### config.mk
export PLATFORM = sky130hd
export DESIGN_NAME = lal_top
export DESIGN_NICKNAME = d
export VERILOG_FILES = /design/src/lal_led_cell.v /design/src/lal_top.v
export VERILOG_INCLUDE_DIRS = /design/src /design/src/src
export SDC_FILE = /design/constraint.sdc
export NUM_CORES = 1
export LEC_CHECK = 0
export BUFFER_PORTS_ARGS = -buffer_cell sky130_fd_sc_hd__clkbuf_2
export CORE_AREA = 4 4 190 192
export CTS_CLUSTER_DIAMETER = 100
export DETAILED_ROUTE_END_ITERATION = 10
export DIE_AREA = 0 0 194 196
export PLACE_DENSITY = 0.56
export SLEW_MARGIN = 20
export SYNTH_ARGS = -nofsm -noshare
export SYNTH_HDL_FRONTEND = slang
export SYNTH_SLANG_ARGS = --single-unit
### constraint.sdc
create_clock -name clk -period 1.9 [get_ports clk]
set_clock_uncertainty 0.05 [all_clocks]
set_input_delay 0.19 -clock clk [delete_from_list [all_inputs] [get_ports clk]]
set_output_delay 0.19 -clock clk [all_outputs]
set_load 0.01 [all_outputs]
### src/lal_consts.vh
`ifndef LAL_CONSTS_VH
`define LAL_CONSTS_VH
// Indicator count per group and sources per indicator
`define LAL_NLED 8
`define LAL_NSRC 5
`define LAL_NREL 6
// Appearance codes, 3 bits
`define LAL_AP_OFF 3'h0
`define LAL_AP_RED 3'h1
`define LAL_AP_REDF 3'h2
`define LAL_AP_GRN 3'h3
`define LAL_AP_GRNF 3'h4
// Drive codes to the lamp: bit0 green, bit1 red
`define LAL_LAMP_OFF 2'h0
`define LAL_LAMP_GRN 2'h1
`define LAL_LAMP_RED 2'h2
// Blink half period: 250 ms at 100 ns clock
`define LAL_BLINK_MS 250
`define LAL_CLK_NS 100
`define LAL_BLINK_CYC ((`LAL_BLINK_MS * 1000000) / `LAL_CLK_NS)
`define LAL_BLINK_W 22
// Health states
`define LAL_H_BOOT 2'h0
`define LAL_H_OK 2'h1
`define LAL_H_FAULT 2'h2
`define LAL_H_FATAL 2'h3
`endif

### src/lal_led_cell.v
`timescale 1ns/10ps
`include "lal_consts.vh"
// One configurable indicator: OR of optionally inverted sources, optional latch, appearance
module lal_led_cell
(
	input wire clk,
	input wire rstn,
	input wire [4:0] src,
	input wire [4:0] inv,
	input wire hold_en,
	input wire ack_own,
	input wire ack_all,
	input wire [2:0] act_ap,
	input wire [2:0] inact_ap,
	input wire restore_vld,
	input wire restore_lat,
	input wire [2:0] restore_ap,
	input wire blink,
	output reg [1:0] lamp_q,
	output wire latched,
	output wire [2:0] latched_ap
);
	wire cond; // Combined source condition
	reg lat_q; // Latch holds a pickup
	reg [2:0] lap_q; // Appearance captured at pickup
	reg [1:0] lamp_d;
	reg [2:0] ap;
	assign cond = |(src ^ inv); // [RL5] [RL6]
	assign latched = lat_q;
	assign latched_ap = lap_q;
	// Latch store and acknowledge
	always @(posedge clk or negedge rstn)
	begin
		if (!rstn)
		begin
			lat_q <= 1'b0;
			lap_q <= `LAL_AP_OFF;
		end
		else if (restore_vld)
		begin
			// Reload saved latch after supply return
			lat_q <= restore_lat; // [RL11]
			lap_q <= restore_ap;
		end
		else if (hold_en && cond)
		begin
			lat_q <= 1'b1; // [RL1]
			lap_q <= act_ap;
		end
		else if (lat_q && !cond && (ack_all || (hold_en && ack_own)))
			lat_q <= 1'b0; // [RL13] [RL14] [RL8] [RL7]
	end
	// Appearance: latch wins even if hold disabled later
	always @*
	begin
		if (lat_q)
			ap = lap_q; // [RL12]
		else if (cond)
			ap = act_ap; // [RL2] [RL3]
		else
			ap = inact_ap; // [RL4]
	end
	// Map appearance to lamp drive
	always @*
	begin
		case (ap)
			`LAL_AP_RED: lamp_d = `LAL_LAMP_RED;
			`LAL_AP_REDF: lamp_d = blink ? `LAL_LAMP_RED : `LAL_LAMP_OFF; // [RL24]
			`LAL_AP_GRN: lamp_d = `LAL_LAMP_GRN;
			`LAL_AP_GRNF: lamp_d = blink ? `LAL_LAMP_GRN : `LAL_LAMP_OFF;
			default: lamp_d = `LAL_LAMP_OFF;
		endcase
	end
	always @(posedge clk or negedge rstn)
	begin
		if (!rstn)
			lamp_q <= `LAL_LAMP_OFF;
		else
			lamp_q <= lamp_d;
	end
endmodule // lal_led_cell

### src/lal_top.v
`timescale 1ns/10ps
`include "lal_consts.vh"
// Notes on behaviour
// RL1: Hold mode stores the alarm-set state
// RL2: Without hold, indicator follows combined alarms
// RL3: Any source true shows active appearance
// RL4: No source true shows inactive appearance
// RL5: Up to five sources ORed per indicator
// RL6: Per-source inversion before the OR
// RL7: Panel clear button acknowledges latches
// RL8: Own ack signal acknowledges in hold mode
// RL9: External ack source acknowledges all
// RL10: Host command acknowledges all indicators
// RL11: Latched appearance survives supply loss
// RL12: Latch persists across configuration change
// RL13: Only acknowledgement clears a latch
// RL14: Ack effective only after sources drop
// RL15: Health lamp flashes green during boot
// RL16: Health lamp steady green after boot
// RL17: Health lamp red on supervision fault
// RL18: Health lamp behaviour is not configurable
// RL19: Disarmed flag; supervision contact never disarmed
// RL20: Forced flag when any relay forced
// RL21: Six relay state outputs
// RL22: Group B identical, own configuration
// RL23: Configurer avoids duplicate colour meanings
// RL24: Common fixed blink period from clock
module lal_top
(
	input wire clk,
	input wire rstn,
	input wire [39:0] grp_a_src,
	input wire [39:0] grp_b_src,
	input wire [39:0] grp_a_inv,
	input wire [39:0] grp_b_inv,
	input wire [15:0] hold_en,
	input wire [15:0] ack_own,
	input wire [47:0] act_ap,
	input wire [47:0] inact_ap,
	input wire clear_button,
	input wire external_ack_unit,
	input wire host_ack,
	input wire restore_vld,
	input wire [15:0] restore_lat,
	input wire [47:0] restore_ap,
	input wire boot_done,
	input wire sup_fault,
	input wire sup_fatal,
	input wire [5:0] relay_drive,
	input wire [5:0] relay_force_en,
	input wire [5:0] relay_force_val,
	input wire disarm_req,
	input wire sup_contact_drive,
	output wire [31:0] lamp,
	output wire [15:0] latched,
	output wire [47:0] latched_ap,
	output reg [1:0] health_lamp_q,
	output reg [5:0] output_relay_state_q,
	output reg sup_contact_q,
	output reg disarmed_q,
	output reg outs_forced_q
);
	reg [2:0] btn_s1_q; // First sync stage: button, ext ack, host
	reg [2:0] btn_s2_q; // Second sync stage
	reg [2:0] btn_s3_q; // Previous value for edge detect
	reg [3:0] sup_s1_q; // Supervision inputs first stage
	reg [3:0] sup_s2_q;
	reg [`LAL_BLINK_W-1:0] blink_cnt_q; // Blink divider
	reg blink_q; // Blink phase
	reg [1:0] hstate_q; // Health state
	reg [1:0] hstate_d;
	wire ack_all; // Global acknowledge pulse
	wire [79:0] src_all; // Group B sources above group A
	wire [79:0] inv_all; // Inversion settings, same layout
	genvar g;
	assign src_all = {grp_b_src, grp_a_src};
	assign inv_all = {grp_b_inv, grp_a_inv};
	// Synchronise asynchronous acknowledge sources
	always @(posedge clk or negedge rstn)
	begin
		if (!rstn)
		begin
			btn_s1_q <= 3'h0;
			btn_s2_q <= 3'h0;
			btn_s3_q <= 3'h0;
			sup_s1_q <= 4'h0;
			sup_s2_q <= 4'h0;
		end
		else
		begin
			btn_s1_q <= {host_ack, external_ack_unit, clear_button};
			btn_s2_q <= btn_s1_q;
			btn_s3_q <= btn_s2_q;
			sup_s1_q <= {disarm_req, sup_fatal, sup_fault, boot_done};
			sup_s2_q <= sup_s1_q;
		end
	end
	// Rising edge of any global source acknowledges everything
	assign ack_all = |(btn_s2_q & ~btn_s3_q); // [RL7] [RL9] [RL10]
	// Common blink timebase
	always @(posedge clk or negedge rstn)
	begin
		if (!rstn)
		begin
			blink_cnt_q <= {`LAL_BLINK_W{1'b0}};
			blink_q <= 1'b0;
		end
		else if (blink_cnt_q == `LAL_BLINK_CYC - 1)
		begin
			blink_cnt_q <= {`LAL_BLINK_W{1'b0}};
			blink_q <= ~blink_q; // [RL24]
		end
		else
			blink_cnt_q <= blink_cnt_q + {{(`LAL_BLINK_W-1){1'b0}}, 1'b1};
	end
	// Both groups from one cell per indicator, own config slices
	generate
		for (g = 0; g < 2 * `LAL_NLED; g = g + 1)
		begin : g_led
			lal_led_cell u_cell
			(
				.clk(clk),
				.rstn(rstn),
				.src(src_all[g*`LAL_NSRC +: `LAL_NSRC]),
				.inv(inv_all[g*`LAL_NSRC +: `LAL_NSRC]),
				.hold_en(hold_en[g]),
				.ack_own(ack_own[g]),
				.ack_all(ack_all),
				.act_ap(act_ap[g*3 +: 3]),
				.inact_ap(inact_ap[g*3 +: 3]),
				.restore_vld(restore_vld),
				.restore_lat(restore_lat[g]),
				.restore_ap(restore_ap[g*3 +: 3]),
				.blink(blink_q),
				.lamp_q(lamp[g*2 +: 2]),
				.latched(latched[g]),
				.latched_ap(latched_ap[g*3 +: 3])
			); // [RL22]
		end
	endgenerate
	// Health state: fixed, no configuration input
	always @*
	begin
		hstate_d = hstate_q;
		case (hstate_q)
			`LAL_H_BOOT:
			begin
				if (sup_s2_q[2])
					hstate_d = `LAL_H_FATAL; // [RL17]
				else if (sup_s2_q[1])
					hstate_d = `LAL_H_FAULT;
				else if (sup_s2_q[0])
					hstate_d = `LAL_H_OK; // [RL16]
			end
			`LAL_H_OK:
			begin
				if (sup_s2_q[2])
					hstate_d = `LAL_H_FATAL;
				else if (sup_s2_q[1])
					hstate_d = `LAL_H_FAULT;
			end
			`LAL_H_FAULT:
			begin
				if (sup_s2_q[2])
					hstate_d = `LAL_H_FATAL;
			end
			default: hstate_d = `LAL_H_FATAL;
		endcase
	end
	always @(posedge clk or negedge rstn)
	begin
		if (!rstn)
		begin
			hstate_q <= `LAL_H_BOOT;
			health_lamp_q <= `LAL_LAMP_OFF;
		end
		else
		begin
			hstate_q <= hstate_d;
			case (hstate_q)
				`LAL_H_BOOT: health_lamp_q <= blink_q ? `LAL_LAMP_GRN : `LAL_LAMP_OFF; // [RL15]
				`LAL_H_OK: health_lamp_q <= `LAL_LAMP_GRN; // [RL16] [RL18]
				`LAL_H_FAULT: health_lamp_q <= blink_q ? `LAL_LAMP_RED : `LAL_LAMP_OFF; // [RL17]
				default: health_lamp_q <= `LAL_LAMP_RED;
			endcase
		end
	end
	// Relay status, disarm and force flags
	always @(posedge clk or negedge rstn)
	begin
		if (!rstn)
		begin
			output_relay_state_q <= 6'h00;
			sup_contact_q <= 1'b0;
			disarmed_q <= 1'b0;
			outs_forced_q <= 1'b0;
		end
		else
		begin
			output_relay_state_q <= sup_s2_q[3] ? 6'h00 :
				((relay_drive & ~relay_force_en) | (relay_force_val & relay_force_en)); // [RL21]
			sup_contact_q <= sup_contact_drive; // [RL19]
			disarmed_q <= sup_s2_q[3]; // [RL19]
			outs_forced_q <= |relay_force_en; // [RL20]
		end
	end
endmodule // lal_top

==> results_dict.tcl, run 1 <==
set metrics [dict create \
    outcome "finished clean" \
    drive_gt1_share_pct 36.5 \
    cts_setup_buffers 0 \
    hold_violations 0 \
    slew_headroom_pct 34.2 \
    die_w_um 194 \
    cts_tree "yes" \
    r2r-start "btn_s2_q[2]$_DFF_PN0_" \
    core_mm2 0.0344 \
    post-place-cells 1926 \
    p_leak_nw 7.21 \
    max-cap-violations 0 \
    rsz0062_at_grt "no" \
    r2r-end "g_led[3].u_cell.latched$_DFFE_PN0P_" \
    use_met3_pct 4.81 \
    clkLatencyLatePin_ns 0.44 \
    drt_pre_antenna_iters 4 \
    rows 68 \
    synth.top_cells.by_area "dfrtp_1 41%, mux2i_1 8.3%, xor2_1 7.1%" \
    path_class "in -> reg" \
    yosysWarnings 0 \
    ys_ff_latch 149 \
    grt_pass1_vias 10100 \
    maxSlewViolCount 0 \
    fmax_mhz 542 \
    synth_top_area_cell "dfrtp_1" \
    synth_top_area_share_pct 40.6 \
    vias_per_cell 4.73 \
    dpl-instance-area_mm2 0.0123 \
    crit_fanout 2 \
    intPower_mw 6.70 \
    p_sw_mw 3.08 \
    synth_edf_count 0 \
    grt_pass1_wl_um 53000 \
    postLayoutCellArea_mm2 0.0142 \
    min_period_ns 1.84 \
    setup_violations 0 \
    peakVddDrop_mv 0.646 \
    startpoint_type "primary input" \
    synth_area_per_cell_um2 9.22 \
    fin_nets 1999 \
    numPortBuffers 487 \
    async_flop_share_pct 100 \
    required_ns 2.17 \
    synthCells 997 \
    period_share_pct 97.1 \
    die_h_um 196 \
    overflow 0 \
    endpoint "outs_forced_q$_DFF_PN0_" \
    cts_buffers 17 \
    drtIter0Drc 467 \
    reg2reg_depth 5 \
    wirelength_um 33600 \
    use_met2_pct 30.2 \
    h-tree-depth 4 \
    wl_per_cell_um 16.1 \
    startpoint "relay_force_en[3]" \
    crit_arrival_ns 2.11 \
    critPathCaptureType "flip-flop" \
    worstMarginPinSlew_ns 0.987 \
    drc 0 \
    pwr-share-comb_pct 26.6 \
    area_delta_synth_final_pct 54.2 \
    swShare_pct 31.5 \
    yosysSeqAreaShare_pct 40.6 \
    final_common_cell "clkbuf_2" \
    antenna_found_initial 2 \
    synth_cell_type_count 47 \
    grt_max_degree 66 \
    r2r_slack_ns 0.14 \
    clock_tree.buffer_depth 2 \
    grt_use_total_pct 17.2 \
    path_clk_slew_ns 0.07 \
    ys.flop_type "dfrtp_1" \
    power.share.sequential_pct 36.9 \
    clock_sinks 149 \
    num_vias 9865 \
    gp_congestion 0.896 \
    dieArea_mm2 0.0380 \
    syn_nets 1379 \
    grt-busiest-layer "met2" \
    syn-cell-area_mm2 0.00919 \
    clockRootBuffer "clkbuf_16" \
    power.density_mw_per_mm2 690 \
    dp_hpwl_um 26700 \
    initial_core_util_pct 26.7 \
    mostFrequentLayoutCells "485 x clkbuf_2, 161 x nand2_1, 149 x dfrtp_1" \
    holdCritPathClass "in -> reg" \
    ios 488 \
    clock_power_share_pct 36.5 \
    globalRouteMet1Util_pct 20.3 \
    final_cells 2086 \
    ant_nets 0 \
]
==> kinds of logic after synthesis <==
| logic type | synth area share [%] |
|---|---|
| AND/OR/NAND/NOR | 19.1 |
| AO/OA/AOI/OAI | 17.4 |
| flip-flops | 40.6 |
| XOR/XNOR | 8.74 |
| multiplexers | 10.6 |
| buffers and inverters | 3.46 |
| adder cells (fa/ha/maj) | 0.136 |
==> cells in the mapped netlist (all sizes together) (4+ instances only) <==
cell type  number
buf            24
and4           13
o31ai           6
mux2           14
dfrtp         149
xor2           75
nand4          18
nor3           19
nor2b           8
a2bb2oi         9
clkbuf         17
a211o          21
nor2           78
xnor2          15
o31a            4
nor4b           7
mux2i          76
nand3          11
inv            25
a41o            4
o22ai          18
o2bb2ai        16
nand2         162
o211ai         28
o21ai          93
nand2b         18
o2111ai         7
o21a            7
a21oi          26
or3            16
==> critical path, stage by stage <==
cell	delay (ns)
dlygate4sd3_1	0.53
clkbuf_2	0.12
nor2_1	0.10
dlygate4sd3_1	0.56
nand2_1	0.05
dlygate4sd3_1	0.57
==> area by class of cell <==
type | count | area, µm²
Antenna cell | 1 | 2.50
Clock buffer | 17 | 425
Clock inverter | 15 | 188
Fill cell | 3438 | 20200
Inverter | 25 | 93.8
Multi-Input combinational cell | 782 | 5180
Sequential cell | 149 | 3730
Tap cell | 455 | 569
Timing Repair Buffer | 642 | 3990
==> power by group through the flow <==
| stage | Clock, mW | Combinational, mW | Sequential (mW) |
|---|---|---|---|
| final | 3.57 | 2.60 | 3.61 |
| after global routing | 3.84 | 2.87 | 3.64 |
| after CTS | 3.72 | 2.61 | 3.61 |
| after detailed placement | 0 | 2.34 | 3.67 |
| after global placement | 0 | 2.32 | 3.66 |
| after floorplan | 0 | 1.19 | 3.71 |
==> how the worst min path moves through the flow <==
stage / start / endpoint / slack (ns) / depth (start not counted)
2_1_floorplan: rstn / blink_cnt_q[0]$_DFF_PN0_ / -0.16 / 0
3_3_place_gp: rstn / g_led[12].u_cell.latched_ap[0]$_DFFE_PN0P_ / 0.09 / 1
3_5_place_dp: rstn / g_led[12].u_cell.latched_ap[0]$_DFFE_PN0P_ / 0.09 / 1
4_1_cts: act_ap[30] / g_led[10].u_cell.latched_ap[0]$_DFFE_PN0P_ / 0.004 / 3
5_1_grt: act_ap[30] / g_led[10].u_cell.latched_ap[0]$_DFFE_PN0P_ / 0.02 / 3
6_report: act_ap[19] / g_led[6].u_cell.latched_ap[1]$_DFFE_PN0P_ / 0.04 / 3
==> per-layer routing <==
layer,vias up,routed length (µm)
met5,-,11
met4,2,863
met3,48,2330
met2,368,16800
met1,4625,13600
li1,4822,-
==> stage by stage <==
| stage | TNS [ns] | worst slack (ns) | power (mW) | hold WS, ns | utilization [%] |
|---|---|---|---|---|---|
| floorplan | 0 | 0.163 | 4.90 | -0.156 | - |
| CTS | 0 | 0.100 | 9.94 | 0.00367 | 41.2 |
| detailed placement | -0.0244 | -0.0244 | 6.01 | 0.0884 | 35.7 |
| global route | 0 | 0.00972 | 10.3 | 0.0196 | 41.2 |
| global placement | 0 | 0.0224 | 5.98 | 0.0885 | 35.7 |
| finish | 0 | 0.0550 | 9.78 | 0.0386 | 41.2 |
==> registers in the layout, indices dropped and copies added, names as in the netlist, 2 cells and up <==
signal and flops:
g_led.u_cell.latched 16, sup_s1_q 4, output_relay_state_q 6, g_led.u_cell.lamp_q 32, sup_s2_q 4, btn_s1_q 3, health_lamp_q 2, btn_s3_q 3
btn_s2_q 3, hstate_q 2, blink_cnt_q 22, g_led.u_cell.latched_ap 48
==> what timing repair did <==
item,4_1_cts,5_1_grt
hold buffers,127,0
endpoints found under the setup margin,0,6
resized for setup,0,4
endpoints found under the hold margin,177,0
No activity file was read; power rests on OpenSTA's default activity.
==> run 2: changes to the inputs <==
--- a/config.mk
+++ b/config.mk
@@ -6,12 +6,14 @@
 export SDC_FILE = /design/constraint.sdc
 export NUM_CORES = 1
 export LEC_CHECK = 0
+export ABC_AREA = 1
 export BUFFER_PORTS_ARGS = -buffer_cell sky130_fd_sc_hd__clkbuf_2
 export CORE_AREA = 4 4 190 192
 export CTS_CLUSTER_DIAMETER = 100
 export DETAILED_ROUTE_END_ITERATION = 10
 export DIE_AREA = 0 0 194 196
-export PLACE_DENSITY = 0.56
+export PLACE_DENSITY = 0.59
+export SKIP_LAST_GASP = 1
 export SLEW_MARGIN = 20
 export SYNTH_ARGS = -nofsm -noshare
 export SYNTH_HDL_FRONTEND = slang
==> run 2 against run 1 <==
Effect of this change: the flow now finishes with violations (negative hold slack); sequential power about the same; final cell count is 23% higher; fmax rose by 1.3%; utilization rose by 2.1 points; combinational power about the same; worst setup slack improved by 0.024 ns; worst hold slack worse by 0.072 ns; count of clock-buffer cells in the layout is 2 higher; clock power decreased by 4%; largest power group unchanged.
==> results_dict.tcl, run 2 <==
set metrics [dict create \
    swShare_pct 31.7 \
    multiInputGateArea_mm2 0.00534 \
    startpoint_type "primary input" \
    drc 0 \
    ys_top_cells_by_count "501 x nand2_1, 192 x inv_1, 152 x nor2_1" \
    fin_ws_ns 0.0788 \
    power_mw 9.61 \
    area.sequential_mm2 0.00373 \
    final_cells 2567 \
    p_sw_mw 3.05 \
    outcome "finished with violations" \
    ys.flop_type "dfrtp_1" \
    overflow 0 \
    max-cap-violations 0 \
    peakVddDrop_mv 0.579 \
    cts_tree "yes" \
    grt_use_total_pct 19.0 \
    syn_nets 1860 \
    setup_violations 0 \
    crit_slowest_cell "dlygate4sd3_1" \
    fin_nets 2478 \
    fill_cells 3556 \
    post-place-cells 2403 \
    drive_gt1_share_pct 30.8 \
    gp_congestion 0.954 \
    ant_nets 0 \
    num_vias 11600 \
    holdWs_ns -0.0337 \
    wirelength_um 37400 \
    vias_per_cell 4.51 \
    final_common_cell "nand2_1" \
    hold_violations 1 \
    power.share.sequential_pct 37.2 \
    synth_most_common_cell "nand2_1" \
    synth_top_area_share_pct 37.3 \
    syn-cell-area_mm2 0.0100 \
    dieArea_mm2 0.0380 \
    area_delta_synth_final_pct 49.0 \
    synth.top_cells.by_area "dfrtp_1 37%, nand2_1 19%, inv_1 7.2%" \
    ys_ff_latch 149 \
    worstPathCellList "dlygate4sd3_1, clkbuf_2, nand2_1, dlygate4sd3_1, a21oi_1, dlygate4sd3_1" \
    maxSlewViolCount 0 \
    grt_pass1_wl_um 58700 \
    wl_per_cell_um 14.6 \
    yosysWarnings 0 \
    cpPeakStageDelay_ns 0.56 \
    period_share_pct 95.9 \
    required_ns 2.22 \
    largest_reg_flops 48 \
    path_clk_slew_ns 0.07 \
    clock_sinks 149 \
    fin_tns_setup_ns 0 \
    synth_cell_type_count 46 \
    grt_max_degree 50 \
    mostFrequentLayoutCells "500 x nand2_1, 485 x clkbuf_2, 192 x inv_1" \
    clock_power_share_pct 35.8 \
    dp_hpwl_um 30400 \
    intPower_mw 6.57 \
    pwr-share-comb_pct 27.0 \
    clock_tree.buffer_depth 2 \
    slew_headroom_pct 71.6 \
    synthCells 1478 \
    min_period_ns 1.82 \
    numPortBuffers 487 \
    path_class "in -> reg" \
    drt_pre_antenna_iters 5 \
    yosysSeqAreaShare_pct 37.3 \
    antenna_found_initial 7 \
    rows 68 \
    synth_top_area_cell "dfrtp_1" \
    die_h_um 196 \
    drtIter0Drc 461 \
    critPathCaptureType "flip-flop" \
    crit_arrival_ns 2.14 \
    worstMarginPinSlew_ns 0.422 \
    holdCritPathClass "in -> reg" \
    core_mm2 0.0344 \
    crit_fanout 2 \
    cpMostUsedCell "dlygate4sd3_1" \
    clkLatencyLatePin_ns 0.42 \
    postLayoutCellArea_mm2 0.0149 \
    synth_edf_count 0 \
    cts_buffers 17 \
    dpl-instance-area_mm2 0.0130 \
    p_leak_nw 8.48 \
    ios 488 \
    post-place-ws_ns 0.179 \
    synth_area_per_cell_um2 6.76 \
    h-tree-depth 4 \
    power.density_mw_per_mm2 646 \
    clockRootBuffer "clkbuf_16" \
    die_w_um 194 \
    initial_core_util_pct 29.1 \
    rsz0062_at_grt "yes" \
    final_util_pct 43.3 \
    async_flop_share_pct 100 \
    grt_pass1_vias 11300 \
    violations "negative hold slack" \
    fmax_mhz 549 \
]
## run 2: changes by cell type in the layout (fill, tap and decap cells not counted), moves of 24 or more
| cell | previous run | this run |
|---|---|---|
| inv_1 | 24 | 192 |
| mux2i_1 | 76 | 5 |
| nand2_1 | 161 | 500 |
| nand3_1 | 10 | 112 |
| nand4_1 | 18 | 52 |
| nor2_1 | 70 | 152 |
| nor2_2 | 8 | 32 |
| o21ai_1 | 42 | 12 |
| xor2_1 | 75 | 18 |
## run 2: metal layers
layer	global-route usage [%]	vias to the layer above	wire [µm]
li1	-	5933	-
met1	22.1	5188	15200
met2	33.7	399	18400
met3	5.50	58	2830
met4	6.61	4	1020
met5	0	-	26
## run 2: layout make-up
type                       instances  share of cell area [%]
sequential                       149                    25.0
clock buffer                      19                    2.97
timing repair buffer             630                    26.3
multi-input combinational       1099                    35.8
tap                              455                    3.82
clock inverter                    13                    1.00
inverter                         199                    5.02
antenna                            3                  0.0504
## run 2: cell families (layout without fill, tap and decap cells)
logic type / count (synthesis) / after routing / synth area share [%]
AND/OR/NAND/NOR: 916 / 916 / 41.1
buffers and inverters: 230 / 861 / 9.33
flip-flops: 149 / 149 / 37.3
AO/OA/AOI/OAI: 143 / 143 / 8.40
XOR/XNOR: 34 / 34 / 3.28
multiplexers: 5 / 5 / 0.501
adder cells (fa/ha/maj): 1 / 1 / 0.125
other: 0 / 3 / 0
## run 2: what timing repair did
item | 4_1_cts | 5_1_grt
setup endpoints to repair | 0 | 3
gates resized for setup | 0 | 3
hold buffers | 124 | 2
hold endpoints to repair | 224 | 1
setup buffers | 0 | 4
## run 2: final timing paths
check	startpoint	end	slack [ns]	cells after the start
setup / recovery	relay_force_en[5]	output_relay_state_q[5]$_DFF_PN0_	0.08	6
hold / removal	relay_force_en[0]	outs_forced_q$_DFF_PN0_	-0.03	3
setup reg to reg	btn_s2_q[2]$_DFF_PN0_	g_led[10].u_cell.latched$_DFFE_PN0P_	0.11	7
hold reg to reg	sup_s1_q[1]$_DFF_PN0_	sup_s2_q[1]$_DFF_PN0_	0.30	0
max in group asynchronous	rstn	g_led[14].u_cell.latched_ap[2]$_DFFE_PN0P_	1.10	3
min in group asynchronous	rstn	output_relay_state_q[2]$_DFF_PN0_	0.14	2
## run 2: power by group through the flow
stage | clock network [mW] | registers [mW] | logic, mW
finish | 3.44 | 3.58 | 2.59
global route | 3.68 | 3.61 | 2.90
CTS | 3.56 | 3.58 | 2.59
detailed placement | 0 | 3.64 | 2.32
global placement | 0 | 3.63 | 2.29
floorplan | 0 | 3.69 | 1.17
## run 2: worst max-delay path, delay by kind of cell
kind                   cells  cell delay, ns
AOI/OAI and AO/OA          1            0.16
buffers and inverters      4            1.74
and+or+nand+nor            1            0.05
==> run 3: changes to the inputs <==
--- a/config.mk
+++ b/config.mk
@@ -8,13 +8,15 @@
 export LEC_CHECK = 0
 export ABC_AREA = 1
 export BUFFER_PORTS_ARGS = -buffer_cell sky130_fd_sc_hd__clkbuf_2
-export CORE_AREA = 4 4 190 192
+export CAP_MARGIN = 20
+export CORE_AREA = 4 4 187 189
 export CTS_CLUSTER_DIAMETER = 100
 export DETAILED_ROUTE_END_ITERATION = 10
-export DIE_AREA = 0 0 194 196
-export PLACE_DENSITY = 0.59
+export DIE_AREA = 0 0 191 193
+export PLACE_DENSITY = 0.64
 export SKIP_LAST_GASP = 1
 export SLEW_MARGIN = 20
 export SYNTH_ARGS = -nofsm -noshare
 export SYNTH_HDL_FRONTEND = slang
+export SYNTH_HIERARCHICAL = 1
 export SYNTH_SLANG_ARGS = --single-unit
==> run 3 against run 2 <==
Effect of this change: the run now ends clean; sequential share of layout area decreased by 1.8 points; via count increased by 8.4%; critical path depth unchanged; total power increased by 0.82%; cell area increased by 7.7%; die area decreased by 3.1%; utilization increased by 4.9 points; non-clock buffer count decreased by 26; sequential power about the same; final cell count increased by 6.4%; count of clock-buffer cells in the layout unchanged; area after synthesis increased by 13%; highest routed layer is now met4.
==> results_dict.tcl, run 3 <==
set metrics [dict create \
    outcome "finished clean" \
    min_period_ns 1.83 \
    synthCells 1648 \
    die_w_um 191 \
    mostFrequentLayoutCells "539 x nand2_1, 485 x clkbuf_2, 234 x inv_1" \
    grt_use_total_pct 19.7 \
    crit_fanout 1 \
    core_mm2 0.0333 \
    holdCritPathClass "in -> reg" \
    fmax_mhz 548 \
    maxSlewViolCount 0 \
    h-tree-depth 4 \
    numPortBuffers 487 \
    drtIter0Drc 394 \
    fill_cells 3340 \
    setup_violations 0 \
    rsz0062_at_grt "no" \
    gp_congestion 0.897 \
    wl_per_cell_um 13.8 \
    final_cells 2732 \
    drc 0 \
    yosysWarnings 6 \
    hold_violations 0 \
    syn_nets 2030 \
    yosysSeqAreaShare_pct 33.1 \
    ant_nets 0 \
    synth_cell_type_count 27 \
    die_h_um 193 \
    synth_top_area_cell "dfrtp_1" \
    max-cap-violations 0 \
    multiInputGateArea_mm2 0.00667 \
    critPathCaptureType "flip-flop" \
    wirelength_um 37600 \
    worstMarginPinSlew_ns 0.520 \
    antenna_found_initial 0 \
    dieArea_mm2 0.0369 \
    path_class "in -> reg" \
    rows 67 \
    fin_tns_setup_ns 0 \
    final_common_cell "nand2_1" \
    ys_top_cells_by_count "539 x nand2_1, 234 x inv_1, 186 x nor2_1" \
    p_leak_nw 9.15 \
    area.sequential_mm2 0.00373 \
    clkLatencyLatePin_ns 0.41 \
    diodes 0 \
    startpoint_type "primary input" \
    synth_most_common_cell "nand2_1" \
    grt_pass1_vias 12400 \
    ys_ff_latch 149 \
    async_flop_share_pct 100 \
    drive_gt1_share_pct 32.4 \
    clock_sinks 149 \
    synth_area_per_cell_um2 6.83 \
    power.density_mw_per_mm2 604 \
    synth_edf_count 0 \
    overflow 0 \
    synth_top_area_share_pct 33.1 \
    largest_reg_flops 48 \
    postCtsResizedCells 0 \
    crit_arrival_ns 2.13 \
    grt_pass1_wl_um 59200 \
    path_clk_slew_ns 0.07 \
    cts_tree "yes" \
    ys.flop_type "dfrtp_1" \
    period_share_pct 96.1 \
    post-place-cells 2597 \
    ios 488 \
    synth.top_cells.by_area "dfrtp_1 33%, nand2_1 18%, inv_1 7.8%" \
    grt_max_degree 42 \
    slew_headroom_pct 65.2 \
    vias_per_cell 4.60 \
    drt_pre_antenna_iters 5 \
    required_ns 2.21 \
    fin_nets 2653 \
    syn-cell-area_mm2 0.0113 \
    initial_core_util_pct 33.8 \
    clockRootBuffer "clkbuf_16" \
    peakVddDrop_mv 0.575 \
    dp_hpwl_um 30800 \
    area_delta_synth_final_pct 42.4 \
    num_vias 12600 \
    cts_buffers 17 \
    clock_tree.buffer_depth 2 \
]
[run 3: kinds of logic (layout without fill, tap and decap cells)]
kind of cell / after synthesis / in the layout / synth area share, %
flops: 149 / 149 / 33.1
simple gates: 1124 / 1124 / 49.3
compound gates: 90 / 90 / 4.59
buf+inv: 235 / 871 / 7.84
xor+xnor: 29 / 29 / 3.32
fa+ha+maj: 1 / 1 / 0.111
mux: 20 / 20 / 1.78
[run 3: path summary, 6_finish.rpt]
kind,startpoint,end,slack (ns),cells past startpoint
setup / recovery,relay_force_val[2],output_relay_state_q[2]$_DFF_PN0_,0.07,6
hold / removal,act_ap[24],g_led[8].u_cell/latched_ap[0]$_DFFE_PN0P_,0.02,3
setup reg to reg,blink_cnt_q[0]$_DFF_PN0_,blink_q$_DFFE_PN0N_,0.42,9
hold reg to reg,sup_s1_q[0]$_DFF_PN0_,sup_s2_q[0]$_DFF_PN0_,0.29,0
max in group asynchronous,rstn,blink_q$_DFFE_PN0N_,0.91,3
min in group asynchronous,rstn,g_led[9].u_cell/latched_ap[0]$_DFFE_PN0P_,0.25,2
[run 3: where the power goes]
part / switching [mW] / internal [mW]
Sequential: 0.178 / 3.40
Clock: 1.50 / 1.74
Combinational: 1.61 / 1.26
[run 3: layer usage]
metal / up-vias / global-route usage [%] / wire length [µm]
met5: - / 0 / 0
met4: 0 / 6.30 / 1160
met3: 66 / 5.26 / 2450
met2: 363 / 36.4 / 19200
met1: 5666 / 22.3 / 14800
li1: 6460 / - / -
[run 3: through the flow]
| step | cell area, µm² | utilization [%] | worst slack [ns] | hold slack, ns | total power [mW] |
|---|---|---|---|---|---|
| after floorplan | 11300 | - | 0.380 | -0.156 | 5.10 |
| after global placement | 14500 | 43.4 | 0.392 | 0.113 | 6.25 |
| after detailed placement | 14500 | 43.4 | 0.329 | 0.118 | 6.31 |
| after CTS | 16000 | 48.2 | 0.0562 | 0.00432 | 9.85 |
| after global routing | 16000 | 48.2 | 0.0247 | 0.00973 | 10.3 |
| final | 16000 | 48.2 | 0.0747 | 0.0169 | 9.69 |
[run 3: repair_timing]
item	in CTS	in global routing
buffers inserted	0	0
hold buffers	103	1
hold endpoints to repair	100	1
setup endpoints to repair	0	1
[run 3: cell type report]
cell class	count	share of cell area, %
clock buffers	19	2.76
inverters	235	5.51
clock inverters	13	0.679
repair buffers	604	22.7
multi-input cells	1264	41.6
well taps	448	3.50
flip-flops and latches	149	23.3
[run 3: worst max-delay path, cell delays in order]
cell,delay [ns]
dlygate4sd3_1,0.53
clkbuf_2,0.11
nand2_1,0.04
dlygate4sd3_1,0.56
a21oi_1,0.14
dlygate4sd3_1,0.55
